==> config.mk <==
export PLATFORM = sky130hd
export DESIGN_NAME = dmc_cmd_handler
export DESIGN_NICKNAME = d
export VERILOG_FILES = /design/src/rtl/dmc_pkg.sv /design/src/rtl/dmc_cmd_handler.sv /design/src/rtl/dmc_pin_sync.sv
export SDC_FILE = /design/constraint.sdc
export NUM_CORES = 1
export LEC_CHECK = 0
export ABC_AREA = 1
export BUFFER_PORTS_ARGS = -buffer_cell sky130_fd_sc_hd__buf_2
export CAP_MARGIN = 30
export CORE_UTILIZATION = 45
export CTS_CLUSTER_SIZE = 25
export DETAILED_ROUTE_END_ITERATION = 6
export HOLD_SLACK_MARGIN = 0.08
export REMOVE_ABC_BUFFERS = 1
export SYNTH_ARGS = -nofsm -noshare
export SYNTH_HDL_FRONTEND = slang
export SYNTH_SLANG_ARGS = --single-unit
export TNS_END_PERCENT = 30
==> constraint.sdc <==
create_clock -name mclk -period 12.8 [get_ports mclk]
set_input_delay 1.28 -clock mclk [delete_from_list [all_inputs] [get_ports mclk]]
set_output_delay 1.28 -clock mclk [all_outputs]
set_load 0.01 [all_outputs]
==> src/rtl/dmc_pkg.sv <==
package dmc_pkg;

	// Command codes carried in the request
	localparam logic [7:0] CMD_BIT_READ   = 8'h00;
	localparam logic [7:0] CMD_WORD_READ  = 8'h01;
	localparam logic [7:0] CMD_BIT_WRITE  = 8'h02;
	localparam logic [7:0] CMD_WORD_WRITE = 8'h03;
	localparam logic [7:0] CMD_BIT_RAND   = 8'h04;
	localparam logic [7:0] CMD_WORD_RAND  = 8'h05;
	localparam logic [7:0] CMD_RUN        = 8'h13;
	localparam logic [7:0] CMD_STOP       = 8'h14;
	localparam logic [7:0] CMD_MODEL      = 8'h15;

	// Device selector decoded from the two-character device code
	typedef enum logic [3:0] {
		DEV_IN      = 4'b0000,
		DEV_OUT     = 4'b0001,
		DEV_AUX     = 4'b0010,
		DEV_STEP    = 4'b0011,
		DEV_TMR_CT  = 4'b0100,
		DEV_CNT_CT  = 4'b0101,
		DEV_TMR_VAL = 4'b0110,
		DEV_CNT_VAL = 4'b0111,
		DEV_DATA    = 4'b1000,
		DEV_EXT     = 4'b1001,
		DEV_FILE    = 4'b1010,
		DEV_EXTFILE = 4'b1011
	} dmc_dev_t;

	// Highest device numbers and area bases
	localparam logic [15:0] IO_MAX       = 16'h00FF;
	localparam logic [15:0] AUX_MAX      = 16'h1DFF;
	localparam logic [15:0] STEP_MAX     = 16'h0FFF;
	localparam logic [15:0] TMR_MAX      = 16'h01FF;
	localparam logic [15:0] CNT_MAX      = 16'h00FF;
	localparam logic [15:0] DATA_MAX     = 16'h1F3F;
	localparam logic [15:0] EXT_MAX      = 16'h7FFF;
	localparam logic [15:0] SPECIAL_BASE = 16'h1F40;
	localparam logic [15:0] SPECIAL_TOP  = 16'h213F;
	localparam logic [15:0] CNT32_BASE   = 16'h00C8;

	// Point limits per exchange
	localparam logic [8:0] LIM_BIT_READ   = 9'h100;
	localparam logic [8:0] LIM_BIT_WRITE  = 9'h0A0;
	localparam logic [8:0] LIM_WORD       = 9'h040;
	localparam logic [8:0] LIM_GRP_READ   = 9'h020;
	localparam logic [8:0] LIM_GRP_WRITE  = 9'h00A;
	localparam logic [8:0] LIM_BIT_RAND   = 9'h050;
	localparam logic [8:0] LIM_WORD_RAND  = 9'h00A;
	localparam logic [8:0] PTS_FULL       = 9'h100;

	// Answer codes and fill values
	localparam logic [7:0] ERR_NONE   = 8'h00;
	localparam logic [7:0] ERR_RANGE  = 8'h50;
	localparam logic [7:0] ERR_CMD    = 8'h51;
	localparam logic [7:0] ERR_CNT32  = 8'h57;
	localparam logic [7:0] ASCII_ZERO = 8'h30;
	localparam logic [3:0] PAD_NIBBLE = 4'h0;

	// Remote operating mode
	typedef enum logic [1:0] {
		RM_NONE = 2'b00,
		RM_RUN  = 2'b01,
		RM_STOP = 2'b10
	} dmc_remote_t;

	// Handler states
	typedef enum logic [2:0] {
		ST_IDLE  = 3'b000,
		ST_CHECK = 3'b001,
		ST_ISSUE = 3'b010,
		ST_MEM   = 3'b011,
		ST_CAPT  = 3'b100,
		ST_EMIT  = 3'b101,
		ST_WRITE = 3'b110,
		ST_DONE  = 3'b111
	} dmc_state_t;

endpackage
==> src/rtl/dmc_cmd_handler.sv <==
`timescale 1ns/1ps
module dmc_cmd_handler #(
	parameter logic [7:0] MODEL_CODE = 8'hA5 // Arbitrary model-name code
) (
	// Clock and reset
	input  wire logic              mclk,
	input  wire logic              srst,
	// Decoded request
	input  wire logic              reqValid,
	input  wire logic [7:0]        reqCmd,
	input  dmc_pkg::dmc_dev_t      reqDev,
	input  wire logic [15:0]       reqHead,
	input  wire logic [7:0]        reqPoints,
	input  wire logic              reqAscii,
	output logic                   reqReady,
	// Write points and random-write items
	input  wire logic              wrValid,
	input  dmc_pkg::dmc_dev_t      wrDev,
	input  wire logic [15:0]       wrHead,
	input  wire logic [15:0]       wrData,
	output logic                   wrReady,
	// Device memory port, read data one cycle after memEn
	output logic                   memEn,
	output logic                   memWe,
	output logic                   memWord,
	output logic                   memHi,
	output dmc_pkg::dmc_dev_t      memDev,
	output logic [15:0]            memAddr,
	output logic [15:0]            memWdata,
	input  wire logic [15:0]       memRdata,
	// Response stream
	output logic                   rspValid,
	output logic [7:0]             rspData,
	output logic                   rspDone,
	output logic [7:0]             rspCode,
	output logic [7:0]             lastErr,
	// Operating state
	input  wire logic              runSwitch,
	output logic                   runState,
	output logic                   remoteActive
);
	dmc_pkg::dmc_state_t  state_q;
	dmc_pkg::dmc_remote_t remote_q;
	dmc_pkg::dmc_dev_t    dev_q;
	logic [7:0]  cmd_q;
	logic [15:0] head_q;
	logic [8:0]  pts_q;
	logic        ascii_q;
	logic [8:0]  idx_q;
	logic [3:0]  nib_q;
	logic [7:0]  err_q;
	logic [31:0] out_q;
	logic [2:0]  outCnt_q;
	logic        switchLvl;

	function automatic logic isBitDev(input dmc_pkg::dmc_dev_t d);
		isBitDev = (d == dmc_pkg::DEV_IN) || (d == dmc_pkg::DEV_OUT) ||
			(d == dmc_pkg::DEV_AUX) || (d == dmc_pkg::DEV_STEP) ||
			(d == dmc_pkg::DEV_TMR_CT) || (d == dmc_pkg::DEV_CNT_CT);
	endfunction

	function automatic logic isWordDev(input dmc_pkg::dmc_dev_t d);
		isWordDev = (d == dmc_pkg::DEV_TMR_VAL) || (d == dmc_pkg::DEV_CNT_VAL) ||
			(d == dmc_pkg::DEV_DATA) || (d == dmc_pkg::DEV_EXT);
	endfunction

	// Span must stay in one area; special and 32-bit areas are never crossed into
	function automatic logic inRange(input dmc_pkg::dmc_dev_t d, input logic [15:0] h,
		input logic [12:0] span);
		logic [16:0] last;
		logic        low;
		last = {1'b0, h} + {4'b0, span} - 17'h0_0001;
		low  = h < dmc_pkg::SPECIAL_BASE;
		case (d)
			dmc_pkg::DEV_IN, dmc_pkg::DEV_OUT: inRange = last <= {1'b0, dmc_pkg::IO_MAX};
			dmc_pkg::DEV_AUX: inRange = low ? (last <= {1'b0, dmc_pkg::AUX_MAX}) :
				(last <= {1'b0, dmc_pkg::SPECIAL_TOP});
			dmc_pkg::DEV_STEP: inRange = last <= {1'b0, dmc_pkg::STEP_MAX};
			dmc_pkg::DEV_TMR_CT, dmc_pkg::DEV_TMR_VAL: inRange = last <= {1'b0, dmc_pkg::TMR_MAX};
			dmc_pkg::DEV_CNT_CT, dmc_pkg::DEV_CNT_VAL:
				inRange = (h < dmc_pkg::CNT32_BASE) ? (last < {1'b0, dmc_pkg::CNT32_BASE}) :
					(last <= {1'b0, dmc_pkg::CNT_MAX});
			dmc_pkg::DEV_DATA: inRange = low ? (last <= {1'b0, dmc_pkg::DATA_MAX}) :
				(last <= {1'b0, dmc_pkg::SPECIAL_TOP});
			dmc_pkg::DEV_EXT: inRange = last <= {1'b0, dmc_pkg::EXT_MAX};
			default: inRange = 1'b0;
		endcase
	endfunction

	function automatic logic [7:0] hexChar(input logic [3:0] v);
		hexChar = (v < 4'hA) ? (8'h30 + {4'h0, v}) : (8'h37 + {4'h0, v});
	endfunction

	dmc_pin_sync uSwitch (
		.mclk  (mclk),
		.srst  (srst),
		.pinIn (runSwitch),
		.level (switchLvl)
	);

	// Command class decode
	wire isBitBatch  = (cmd_q == dmc_pkg::CMD_BIT_READ) || (cmd_q == dmc_pkg::CMD_BIT_WRITE);
	wire isWordBatch = (cmd_q == dmc_pkg::CMD_WORD_READ) || (cmd_q == dmc_pkg::CMD_WORD_WRITE);
	wire isRand      = (cmd_q == dmc_pkg::CMD_BIT_RAND) || (cmd_q == dmc_pkg::CMD_WORD_RAND);
	wire isRead      = (cmd_q == dmc_pkg::CMD_BIT_READ) || (cmd_q == dmc_pkg::CMD_WORD_READ);
	wire isCtl       = (cmd_q == dmc_pkg::CMD_RUN) || (cmd_q == dmc_pkg::CMD_STOP) ||
		(cmd_q == dmc_pkg::CMD_MODEL);
	wire bitDev      = isBitDev(dev_q);
	wire wordDev     = isWordDev(dev_q);
	wire is32        = (dev_q == dmc_pkg::DEV_CNT_VAL) && (head_q >= dmc_pkg::CNT32_BASE);
	wire grpUnit     = isWordBatch && bitDev;
	wire lastPt      = idx_q == (pts_q - 9'h001);

	wire [8:0] reqPts = (reqPoints == 8'h00) ? dmc_pkg::PTS_FULL : {1'b0, reqPoints};

	// Span and point limit of a batch request
	wire [12:0] span = grpUnit ? {pts_q, 4'h0} : (is32 ? {5'h00, pts_q[8:1]} : {4'h0, pts_q});
	wire [8:0] limit =
		(cmd_q == dmc_pkg::CMD_BIT_READ)  ? dmc_pkg::LIM_BIT_READ :
		(cmd_q == dmc_pkg::CMD_BIT_WRITE) ? dmc_pkg::LIM_BIT_WRITE :
		(cmd_q == dmc_pkg::CMD_BIT_RAND)  ? dmc_pkg::LIM_BIT_RAND :
		(cmd_q == dmc_pkg::CMD_WORD_RAND) ? dmc_pkg::LIM_WORD_RAND :
		grpUnit ? (isRead ? dmc_pkg::LIM_GRP_READ : dmc_pkg::LIM_GRP_WRITE) : dmc_pkg::LIM_WORD;

	// special relays at 8000 plus 16n
	wire headAligned = head_q[3:0] == 4'h0;
	wire cnt32Odd    = isWordBatch && is32 && pts_q[0];
	wire batchOk = (pts_q <= limit) && inRange(dev_q, head_q, span) &&
		((isBitBatch && bitDev) || (isWordBatch && (wordDev || (bitDev && headAligned))));
	wire reqOk   = isCtl || (isRand && (pts_q <= limit)) || (batchOk && !cnt32Odd);
	wire [7:0] reqErr = cnt32Odd ? dmc_pkg::ERR_CNT32 :
		((isBitBatch || isWordBatch || isRand) ? dmc_pkg::ERR_RANGE : dmc_pkg::ERR_CMD);

	// no 32-bit counters by word random write
	wire itemIs32 = (wrDev == dmc_pkg::DEV_CNT_VAL) && (wrHead >= dmc_pkg::CNT32_BASE);
	wire itemGrp  = (cmd_q == dmc_pkg::CMD_WORD_RAND) && isBitDev(wrDev);
	wire itemOk   = (cmd_q == dmc_pkg::CMD_BIT_RAND) ?
		(isBitDev(wrDev) && inRange(wrDev, wrHead, 13'h0001)) :
		(((isWordDev(wrDev) && !itemIs32) || (itemGrp && wrHead[3:0] == 4'h0)) &&
		inRange(wrDev, wrHead, itemGrp ? 13'h0010 : 13'h0001));
	wire wrTake   = wrValid && wrReady;

	// Point address for batch access
	wire [15:0] pointAddr = is32 ? head_q + {8'h00, idx_q[8:1]} :
		(grpUnit ? head_q + {3'b000, idx_q, 4'h0} : head_q + {7'h00, idx_q});

	// Read data formatting
	wire        rdBit   = memRdata[0];
	wire [31:0] asciiWd = {hexChar(memRdata[15:12]), hexChar(memRdata[11:8]),
		hexChar(memRdata[7:4]), hexChar(memRdata[3:0])};
	wire        oddTail = lastPt && !idx_q[0];

	// Handler sequence
	always_ff @(posedge mclk) begin
		if (srst) begin
			state_q  <= dmc_pkg::ST_IDLE;
			remote_q <= dmc_pkg::RM_NONE;
			dev_q    <= dmc_pkg::DEV_IN;
			cmd_q    <= 8'h00;
			head_q   <= 16'h0000;
			pts_q    <= 9'h000;
			ascii_q  <= 1'b0;
			idx_q    <= 9'h000;
			nib_q    <= 4'h0;
			err_q    <= dmc_pkg::ERR_NONE;
			out_q    <= 32'h0000_0000;
			outCnt_q <= 3'h0;
			reqReady <= 1'b1;
			wrReady  <= 1'b0;
			memEn    <= 1'b0;
			memWe    <= 1'b0;
			memWord  <= 1'b0;
			memHi    <= 1'b0;
			memDev   <= dmc_pkg::DEV_IN;
			memAddr  <= 16'h0000;
			memWdata <= 16'h0000;
			rspValid <= 1'b0;
			rspData  <= 8'h00;
			rspDone  <= 1'b0;
			rspCode  <= dmc_pkg::ERR_NONE;
			lastErr  <= dmc_pkg::ERR_NONE;
		end else begin
			memEn    <= 1'b0;
			memWe    <= 1'b0;
			rspValid <= 1'b0;
			rspDone  <= 1'b0;
			case (state_q)
				dmc_pkg::ST_IDLE: begin
					if (reqValid) begin
						cmd_q    <= reqCmd;
						dev_q    <= reqDev;
						head_q   <= reqHead;
						pts_q    <= reqPts;
						ascii_q  <= reqAscii;
						idx_q    <= 9'h000;
						err_q    <= dmc_pkg::ERR_NONE;
						reqReady <= 1'b0;
						state_q  <= dmc_pkg::ST_CHECK;
					end
				end
				dmc_pkg::ST_CHECK: begin
					if (!reqOk) begin
						err_q   <= reqErr;
						state_q <= dmc_pkg::ST_DONE;
					end else if (cmd_q == dmc_pkg::CMD_RUN) begin
						remote_q <= dmc_pkg::RM_RUN;
						state_q  <= dmc_pkg::ST_DONE;
					end else if (cmd_q == dmc_pkg::CMD_STOP) begin
						remote_q <= dmc_pkg::RM_STOP;
						state_q  <= dmc_pkg::ST_DONE;
					end else if (cmd_q == dmc_pkg::CMD_MODEL) begin
						out_q    <= ascii_q ? {hexChar(MODEL_CODE[7:4]), hexChar(MODEL_CODE[3:0]),
							16'h0000} : {MODEL_CODE, 24'h00_0000};
						outCnt_q <= ascii_q ? 3'h2 : 3'h1;
						state_q  <= dmc_pkg::ST_EMIT;
					end else if (isRead) begin
						state_q <= dmc_pkg::ST_ISSUE;
					end else begin
						wrReady <= 1'b1;
						state_q <= dmc_pkg::ST_WRITE;
					end
				end
				dmc_pkg::ST_ISSUE: begin
					memEn   <= 1'b1;
					memWord <= grpUnit || !bitDev;
					memHi   <= is32 && idx_q[0];
					memDev  <= dev_q;
					memAddr <= pointAddr;
					state_q <= dmc_pkg::ST_MEM;
				end
				dmc_pkg::ST_MEM: begin
					state_q <= dmc_pkg::ST_CAPT;
				end
				dmc_pkg::ST_CAPT: begin
					state_q <= dmc_pkg::ST_EMIT;
					if (cmd_q == dmc_pkg::CMD_BIT_READ && ascii_q) begin
						out_q    <= {dmc_pkg::ASCII_ZERO | {7'h00, rdBit},
							oddTail ? dmc_pkg::ASCII_ZERO : 8'h00, 16'h0000};
						outCnt_q <= oddTail ? 3'h2 : 3'h1;
					end else if (cmd_q == dmc_pkg::CMD_BIT_READ && !idx_q[0] && !lastPt) begin
						// Two points share a byte, so hold the first nibble
						nib_q   <= {3'b000, rdBit};
						idx_q   <= idx_q + 9'h001;
						state_q <= dmc_pkg::ST_ISSUE;
					end else if (cmd_q == dmc_pkg::CMD_BIT_READ) begin
						out_q    <= {idx_q[0] ? {nib_q, 3'b000, rdBit} :
							{3'b000, rdBit, dmc_pkg::PAD_NIBBLE}, 24'h00_0000};
						outCnt_q <= 3'h1;
					end else if (ascii_q) begin
						out_q    <= asciiWd;
						outCnt_q <= 3'h4;
					end else begin
						out_q    <= {memRdata[7:0], memRdata[15:8], 16'h0000};
						outCnt_q <= 3'h2;
					end
				end
				dmc_pkg::ST_EMIT: begin
					rspValid <= 1'b1;
					rspData  <= out_q[31:24];
					out_q    <= {out_q[23:0], 8'h00};
					outCnt_q <= outCnt_q - 3'h1;
					if (outCnt_q == 3'h1) begin
						if (lastPt || cmd_q == dmc_pkg::CMD_MODEL) begin
							state_q <= dmc_pkg::ST_DONE;
						end else begin
							idx_q   <= idx_q + 9'h001;
							state_q <= dmc_pkg::ST_ISSUE;
						end
					end
				end
				// Writes take one point or item per cycle while wrReady is high
				dmc_pkg::ST_WRITE: begin
					if (wrTake) begin
						if (!isRand || itemOk) begin
							memEn    <= 1'b1;
							memWe    <= 1'b1;
							memWdata <= wrData;
						end else if (err_q == dmc_pkg::ERR_NONE) begin
							err_q <= dmc_pkg::ERR_RANGE;
						end
						memDev  <= isRand ? wrDev : dev_q;
						memAddr <= isRand ? wrHead : pointAddr;
						memWord <= isRand ? (cmd_q == dmc_pkg::CMD_WORD_RAND) : (grpUnit || !bitDev);
						memHi   <= !isRand && is32 && idx_q[0];
						if (lastPt) begin
							wrReady <= 1'b0;
							state_q <= dmc_pkg::ST_DONE;
						end else begin
							idx_q <= idx_q + 9'h001;
						end
					end
				end
				dmc_pkg::ST_DONE: begin
					rspDone  <= 1'b1;
					rspCode  <= err_q;
					reqReady <= 1'b1;
					if (err_q != dmc_pkg::ERR_NONE) begin
						lastErr <= err_q;
					end
					state_q <= dmc_pkg::ST_IDLE;
				end
				default: begin
					state_q <= dmc_pkg::ST_IDLE;
				end
			endcase
		end
	end

	// Operating state; reset stands for power-up and drops remote control
	always_ff @(posedge mclk) begin
		if (srst) begin
			runState     <= 1'b0;
			remoteActive <= 1'b0;
		end else begin
			remoteActive <= remote_q != dmc_pkg::RM_NONE;
			case (remote_q)
				dmc_pkg::RM_RUN:  runState <= 1'b1;
				dmc_pkg::RM_STOP: runState <= 1'b0;
				default:          runState <= switchLvl;
			endcase
		end
	end
endmodule

==> src/rtl/dmc_pin_sync.sv <==
`timescale 1ns/1ps
// Three-stage pin synchroniser; the level moves only when stages two and three agree
module dmc_pin_sync (
	// Clock and reset
	input  wire logic mclk,
	input  wire logic srst,
	// Pin and clean level
	input  wire logic pinIn,
	output logic      level
);
	logic s1_q;
	logic s2_q;
	logic s3_q;

	// First stage only feeds the second, to keep metastability contained
	always_ff @(posedge mclk) begin
		if (srst) begin
			s1_q  <= 1'b0;
			s2_q  <= 1'b0;
			s3_q  <= 1'b0;
			level <= 1'b0;
		end else begin
			s1_q <= pinIn;
			s2_q <= s1_q;
			s3_q <= s2_q;
			if (s2_q == s3_q) begin
				level <= s3_q;
			end
		end
	end
endmodule

==> reports/qor.txt, run 1 <==
status: finished clean
final number of max-transition violations: 0
met2 Usage GRT: 45.85%
EDFF count, synth: 0
first-iteration detailed-routing DRC count: 1070
unrepaired setup endpoints after global routing: false
antenna diode count: 0
CTS tree: done
Die Ht: 168.9 µm
maximum buffer depth of the clock tree: 2
synth warn: 0
First-pass DRT Iterations: 6
cell area after layout: 0.01418 mm²
core area: 0.02718 mm²
grt peak-use layer: met2
leakage power of the design: 0.006915 µW
H-Tree Level Count: 4
hold_ws: 0.4020 ns
count of hold-fix buffers inserted at cts: 0
vias in the first global route: 12150
clock skew: 0.01926 ns
share of total power consumed by net switching: 50.90%
Worst Path Max Fanout: 33
setup tns final: 0 ns
wire per inst: 15.90 µm
placer congestion estimate: 0.9108
fraction of synthesis flops using an asynchronous set or reset pin: 0%
path class of the lowest-slack min-delay path: flop to flop
effective utilization at floorplan: 46.14%
data required time of the critical path: 13.13 ns
delay of the slowest cell on the worst path: 0.40 ns
portion of the post-synthesis area used by sequential elements: 24.43%
number of distinct library cells after synthesis: 55
highest-count cells in the layout ignoring fill and taps: 433 x sky130_fd_sc_hd__nand2_1, 283 x sky130_fd_sc_hd__inv_1, 190 x sky130_fd_sc_hd__nor2_1
post-route DRC violation count: 0
cell occurring most often along the worst timing path: sky130_fd_sc_hd__nand2_1
MaxCap Viol Count: 0
Via density: 5.333
antenna-violating nets left: 0
HPWL after detailed placement: 30.66 mm
# placed instances: 2448
Post-CTS Resized: 0
GRT Overall Usage: 27.78%
cell area after synthesis: 0.01254 mm²
final hold violations: 0
power density over cell area: 196.3 mW/mm²
initial antenna violation count: 0
final critical-path required period: 5.417 ns
Worst-path clk slew: 0.08 ns
critical path launch point type: flop
worst slack, placed: 7.555 ns
Peak VDD IR: 0.00009226 V
sw power: 1417 µW
internal power: 1367 µW
Post-layout nets: 2314
crit path setup slack, layout: 7.383 ns
post-CTS setup-driven buffer insertion count: 0
Cell Area, Placed: 0.01357 mm²
synthesis-to-finish area growth: 13.11%
Arrival @ worst endpoint: 5.74 ns
type of the setup path with the least slack: flop to flop
most common library cell in the layout ignoring fill and taps: sky130_fd_sc_hd__nand2_1
combinational fraction of design power: 56.4%
largest net degree at the start of global routing: 50
top flip-flop cell by instance count after synthesis: sky130_fd_sc_hd__dfxtp_1
total setup violations reported at the end of the flow: 0
fraction of layout instances using a drive strength above 1: 12.67%
slew at the pin with the worst max-slew slack: 0.9244 ns
die extent in x: 168.9 µm
Max-slew headroom: 38.23%
flops & latches, synth: 153
share of power burned in registers: 24.6%
fraction of power consumed by the clock network: 19.1%
overall overflow remaining after global route: 0
cell chosen for the clock root: sky130_fd_sc_hd__clkbuf_16
master of the slowest instance on the critical path: sky130_fd_sc_hd__dfxtp_1
clock net sink count: 153
CTS buffer count: 17
final routed wirelength across all metal layers: 39.42 mm
wire length of the first global-routing pass: 63.05 mm
number of core rows: 60
cells after synthesis: 1972
met1 track demand over resource: 37.32%
critical path endpoint category: flop
Port-buffer cells: 157
global routing met3 resource utilization: 4.349%
later-pin clock latency in the skew report: 0.44 ns
top-level I/O count: 164
total number of vias: 13225
Max Clock Freq: 0.1846 GHz
syn avg cell area: 6.359 µm²
DIE AREA: 0.02854 mm²
Finished Layout Cells: 2480
fraction of the cycle the final worst path needs: 42.32%
power by group through the flow:
stage          Sequential, µW  Combinational [µW]  Clock, µW
6_report                  685                1570        531
3_5_place_dp              692                1550          0
5_1_grt                   698                1800        560
3_3_place_gp              692                1540          0
4_1_cts                   683                1560        540
2_1_floorplan             668                1130          0
cell type report:
| cell class | count | area [µm²] |
|---|---|---|
| clock inverter | 15 | 188.9 |
| clock buffer | 17 | 425.4 |
| inverter | 299 | 1125 |
| tap | 372 | 465.4 |
| fill | 2853 | 12990 |
| multi-input combinational | 1458 | 8063 |
| timing repair buffer | 166 | 853.3 |
| sequential | 153 | 3063 |
cell families after synthesis:
logic type	synth area share (%)
DFF	24.43
other	0.02991
xor gates and xnor gates	2.375
AOI/OAI and AO/OA	20.42
adders and majority gates	12.77
and+or+nand+nor	28.49
buffers and inverters	11.49
per-stage QoR:
| stage | util, % | total power (µW) |
|---|---|---|
| 4_1_cts | 52.19 | 2781 |
| 3_3_place_gp | 49.93 | 2234 |
| 2_1_floorplan | - | 1799 |
| 6_report | 52.19 | 2784 |
| 5_1_grt | 52.19 | 3055 |
| 3_5_place_dp | 49.93 | 2238 |
metal layers:
metal  routed length (µm)  share of wire (%)  up-vias
met5                    0                  0        -
met4                  704                1.8        0
met2                17720                 45      445
met3                 2504                6.4       49
li1                     -                  -     6724
met1                18490                 47     6007
state kept, by name, indices dropped and copies added (netlist names), 2 cells and up:
signal    count
err_q         3
head_q       16
out_q        30
cmd_q         8
rspData       8
pts_q         9
remote_q      2
rspCode       3
outCnt_q      3
memWdata     16
memAddr      16
state_q       3
lastErr       3
idx_q         9
dev_q         4
memDev        4
worst max-delay path: cells and delay by family, from the launching register on:
kind / cells / cell delay (ns)
adders and majority gates: 2 / 0.54
DFF: 1 / 0.40
and+or+nand+nor: 26 / 2.67
AOI/OAI and AO/OA: 4 / 0.50
buffers and inverters: 6 / 1.17
worst paths after layout:
| kind | startpoint | cells past startpoint | endpoint | slack, ns |
|---|---|---|---|---|
| hold reg to reg | uSwitch.s1_q | 2 | uSwitch.s2_q | 0.40 |
| hold / removal | uSwitch.s1_q | 2 | uSwitch.s2_q | 0.40 |
| setup reg to reg | head_q[12] | 38 | err_q[0] | 7.38 |
| setup / recovery | head_q[12] | 38 | err_q[0] | 7.38 |
Yosys cell counts (15+ instances only):
cell                       count  share of area (%)
sky130_fd_sc_hd__nand2_1     434                 13
sky130_fd_sc_hd__inv_1       283                8.5
sky130_fd_sc_hd__nor2_1      191                5.7
sky130_fd_sc_hd__a21oi_1     175                7.0
sky130_fd_sc_hd__o21ai_0     171                6.8
sky130_fd_sc_hd__dfxtp_1     153                 24
sky130_fd_sc_hd__ha_1        120                 12
sky130_fd_sc_hd__nand3_1     101                4.0
sky130_fd_sc_hd__clkbuf_1     48                1.4
sky130_fd_sc_hd__nor3_1       36                1.4
sky130_fd_sc_hd__nand4_1      27                1.3
sky130_fd_sc_hd__xor2_1       25                1.7
sky130_fd_sc_hd__nand2_2      18               0.90
sky130_fd_sc_hd__a31oi_1      15               0.75
No activity file was read; power rests on OpenSTA's default activity.
==> run 2, diff against run 1 <==
- ABC_AREA: 1 -> 0
- clock period: 12.8 -> 5.3 ns (I/O delays scaled with it)
==> run 2 against run 1 <==
Clock power up 140%; first-iteration DRC count up 12%; combinational power up 130%; worst setup slack worse by 7.2 ns; clock-buffer cell count unchanged; critical path type unchanged; largest cell class unchanged.
==> reports/qor.txt, run 2 <==
master of the slowest instance on the critical path: sky130_fd_sc_hd__nor4_4
unrepaired setup endpoints after global routing: true
crit path to: err_q[0]
portion of the post-synthesis area used by sequential elements: 25.03% (+0.60 points)
first-iteration detailed-routing DRC count: 1198 (+12%)
critical register-to-register path startpoint: head_q[2]
CTS tree: done
share of the synthesized area in the top cell type: 25.03% (+0.60 points)
top-level I/O count: 164 (unchanged)
status: finished clean
fraction of the cycle the final worst path needs: 96.67% (+54 points)
post-route DRC violation count: 0 (unchanged)
cell chosen for the clock root: sky130_fd_sc_hd__clkbuf_16
leading post-synthesis cells by instance count: 206 x sky130_fd_sc_hd__nand2_1, 153 x sky130_fd_sc_hd__dfxtp_1, 153 x sky130_fd_sc_hd__nor2_1, 142 x sky130_fd_sc_hd__a21oi_1, 120 x sky130_fd_sc_hd__ha_1
Cell Area, Placed: 0.01350 mm² (-0.50%)
cell area after synthesis: 0.01224 mm² (-2.4%)
Max-slew headroom: 39.67% (+1.4 points)
Post-layout nets: 2000 (-14%)
Via density: 5.773 (+8.3%)
flip-flop count of the largest register, all copies and words added: 30 (unchanged)
placer congestion estimate: 0.9710 (+6.6%)
core area: 0.02635 mm² (-3.0%)
crit path setup slack, layout: 0.1768 ns (-7.206 ns)
CTS buffer count: 17 (unchanged)
critical path launch point type: flop
Worst-path clk slew: 0.08 ns (about the same)
cells after synthesis: 1636 (-17%)
fraction of synthesis flops using an asynchronous set or reset pin: 0% (unchanged)
critical path endpoint category: flop
most frequently used cell type in the post-synthesis netlist: sky130_fd_sc_hd__nand2_1
First-pass DRT Iterations: 6 (unchanged)
wire length of the first global-routing pass: 61.44 mm (-2.6%)
power density over cell area: 443.8 mW/mm² (+130%)
antenna diode count: 0 (unchanged)
final critical-path required period: 5.123 ns (-0.2938 ns)
cell taking the most area after synthesis: sky130_fd_sc_hd__dfxtp_1
slew at the pin with the worst max-slew slack: 0.9049 ns (-0.01945 ns)
maximum buffer depth of the clock tree: 2 (unchanged)
later-pin clock latency in the skew report: 0.45 ns (about the same)
Most flops, register: out_q
final core utilization: 54.61% (+2.4 points)
wire per inst: 18.17 µm (+14%)
leakage power of the design: 0.006289 µW (-9.1%)
clock net sink count: 153 (unchanged)
highest-count cells in the layout ignoring fill and taps: 206 x sky130_fd_sc_hd__nand2_1, 156 x sky130_fd_sc_hd__buf_2, 153 x sky130_fd_sc_hd__nor2_1
path class of the lowest-slack min-delay path: input port to flop
type of the setup path with the least slack: flop to flop
flops & latches, synth: 153 (unchanged)
synth warn: 0 (unchanged)
GRT Overall Usage: 27.66% (-0.11 points)
cells on worst reg2reg path: 27 (-29%)
total setup violations reported at the end of the flow: 0 (unchanged)
overall overflow remaining after global route: 0 (unchanged)
EDFF count, synth: 0 (unchanged)
final routed wirelength across all metal layers: 38.68 mm (-1.9%)
HPWL after detailed placement: 29.39 mm (-4.1%)
vias in the first global route: 11329 (-6.8%)
reg-to-reg critical path endpoint: err_q[0]
data required time of the critical path: 5.64 ns (-7.49 ns)
beginning of the critical path: head_q[2]
Reg2Reg Setup Slack: 0.18 ns (-7.21 ns)
largest net degree at the start of global routing: 79 (+58%)
initial antenna violation count: 0 (unchanged)
Peak VDD IR: 0.0004754 V (+420%)
number of distinct library cells after synthesis: 90 (+64%)
fraction of layout instances using a drive strength above 1: 17.67% (+5.0 points)
Die Ht: 166.9 µm (-1.2%)
delay of the slowest cell on the worst path: 0.38 ns (-0.02 ns)
synthesis-to-finish area growth: 17.61%
top flip-flop cell by instance count after synthesis: sky130_fd_sc_hd__dfxtp_1
final number of max-transition violations: 0 (unchanged)
MaxCap Viol Count: 0 (unchanged)
clock skew: 0.02012 ns (+0.0008592 ns)
setup tns final: 0 ns (unchanged)
antenna-violating nets left: 0 (unchanged)
effective utilization at floorplan: 46.44% (+0.30 points)
Worst Path Max Fanout: 6 (-82%)
Max Clock Freq: 0.1952 GHz (+5.7%)
Port-buffer cells: 157 (unchanged)
largest cells by area after synthesis: sky130_fd_sc_hd__dfxtp_1 25%, sky130_fd_sc_hd__ha_1 12%, sky130_fd_sc_hd__nand2_1 6.3%
syn avg cell area: 7.480 µm² (+18%)
die extent in x: 166.9 µm (-1.2%)
worst slack, placed: -0.05788 ns (-7.613 ns)
total number of vias: 12290 (-7.1%)
most common library cell in the layout ignoring fill and taps: sky130_fd_sc_hd__nand2_1
Arrival @ worst endpoint: 5.46 ns (-0.28 ns)
number of core rows: 59 (-1.7%)
cell occurring most often along the worst timing path: sky130_fd_sc_hd__buf_4
final hold violations: 0 (unchanged)
H-Tree Level Count: 4 (unchanged)
cell area after layout: 0.01439 mm² (+1.5%)
DIE AREA: 0.02786 mm² (-2.4%)
-- run 2: repair_timing --
| item | CTS | global route |
|---|---|---|
| endpoints found under the setup margin | 3 | 6 |
| hold buffers | 0 | 0 |
| setup buffers | 0 | 9 |
| pin swaps | 1 | 35 |
| cloned | 0 | 0 |
| resized for setup | 3 | 39 |
-- run 2: metrics by stage --
| step | total power [µW] | instances | hold WS [ns] |
|---|---|---|---|
| after detailed placement | 4702 | 2088 | 0.4394 |
| after global routing | 6849 | 2129 | 0.3030 |
| after global placement | 4661 | 2087 | 0.4256 |
| after CTS | 6030 | 2120 | 0.2868 |
| after floorplan | 3673 | 1536 | 0.4138 |
| final | 6387 | 2129 | 0.2959 |
-- run 2: final cells by class --
cell class	instances	area [µm²]
flip-flops and latches	153	3067
inverters	112	420.4
multi-input cells	1271	8517
repair buffers	226	1346
fillers	2599	11960
clock buffers	17	425.4
clock inverters	15	197.7
well taps	335	419.2
-- run 2: worst min-delay path by stage --
stage                             from           end  slack [ns]  cells after the start
after floorplan           uSwitch.s1_q  uSwitch.s2_q        0.41                      1
after global placement    uSwitch.s1_q  uSwitch.s2_q        0.43                      1
after detailed placement  uSwitch.s1_q  uSwitch.s2_q        0.44                      1
after CTS                    runSwitch  uSwitch.s1_q        0.29                      2
after global routing         wrData[6]   memWdata[6]        0.30                      3
final                        runSwitch  uSwitch.s1_q        0.30                      2
-- run 2: report_power, final --
part	total [µW]	leakage, µW	switching (µW)	internal [µW]
clock	1290	0.000305	609	686
combinational	3570	0.00474	2090	1480
sequential	1520	0.00124	197	1320
total	6390	0.00629	2900	3490
-- run 2: critical path, delay by kind of cell, from the launching register on --
family,cells,cell delay [ns]
simple gates,6,1.06
xor+xnor,1,0.17
fa+ha+maj,2,0.57
buf+inv,6,0.88
compound gates,11,1.94
mux,1,0.07
flops,1,0.33
-- run 2: routing by layer --
layer | GRT usage (%) | vias up | share of wire (%)
met5 | 0 | - | 0
met2 | 42.04 | 417 | 43
met1 | 40.38 | 5726 | 49
met4 | 9.501 | 0 | 2.3
met3 | 2.804 | 47 | 5.7
li1 | - | 6100 | -
-- run 2: cell families (layout without fill, tap and decap cells) --
logic type | count (synthesis) | after routing | share of synthesized area [%]
AND/OR/NAND/NOR | 594 | 594 | 23.11
other | 1 | 6 | 0.03064
AO/OA/AOI/OAI | 458 | 458 | 24.86
buffers and inverters | 217 | 370 | 7.228
flip-flops | 153 | 153 | 25.03
XOR/XNOR | 58 | 58 | 4.151
adder cells (fa/ha/maj) | 125 | 125 | 13.09
multiplexers | 30 | 30 | 2.505
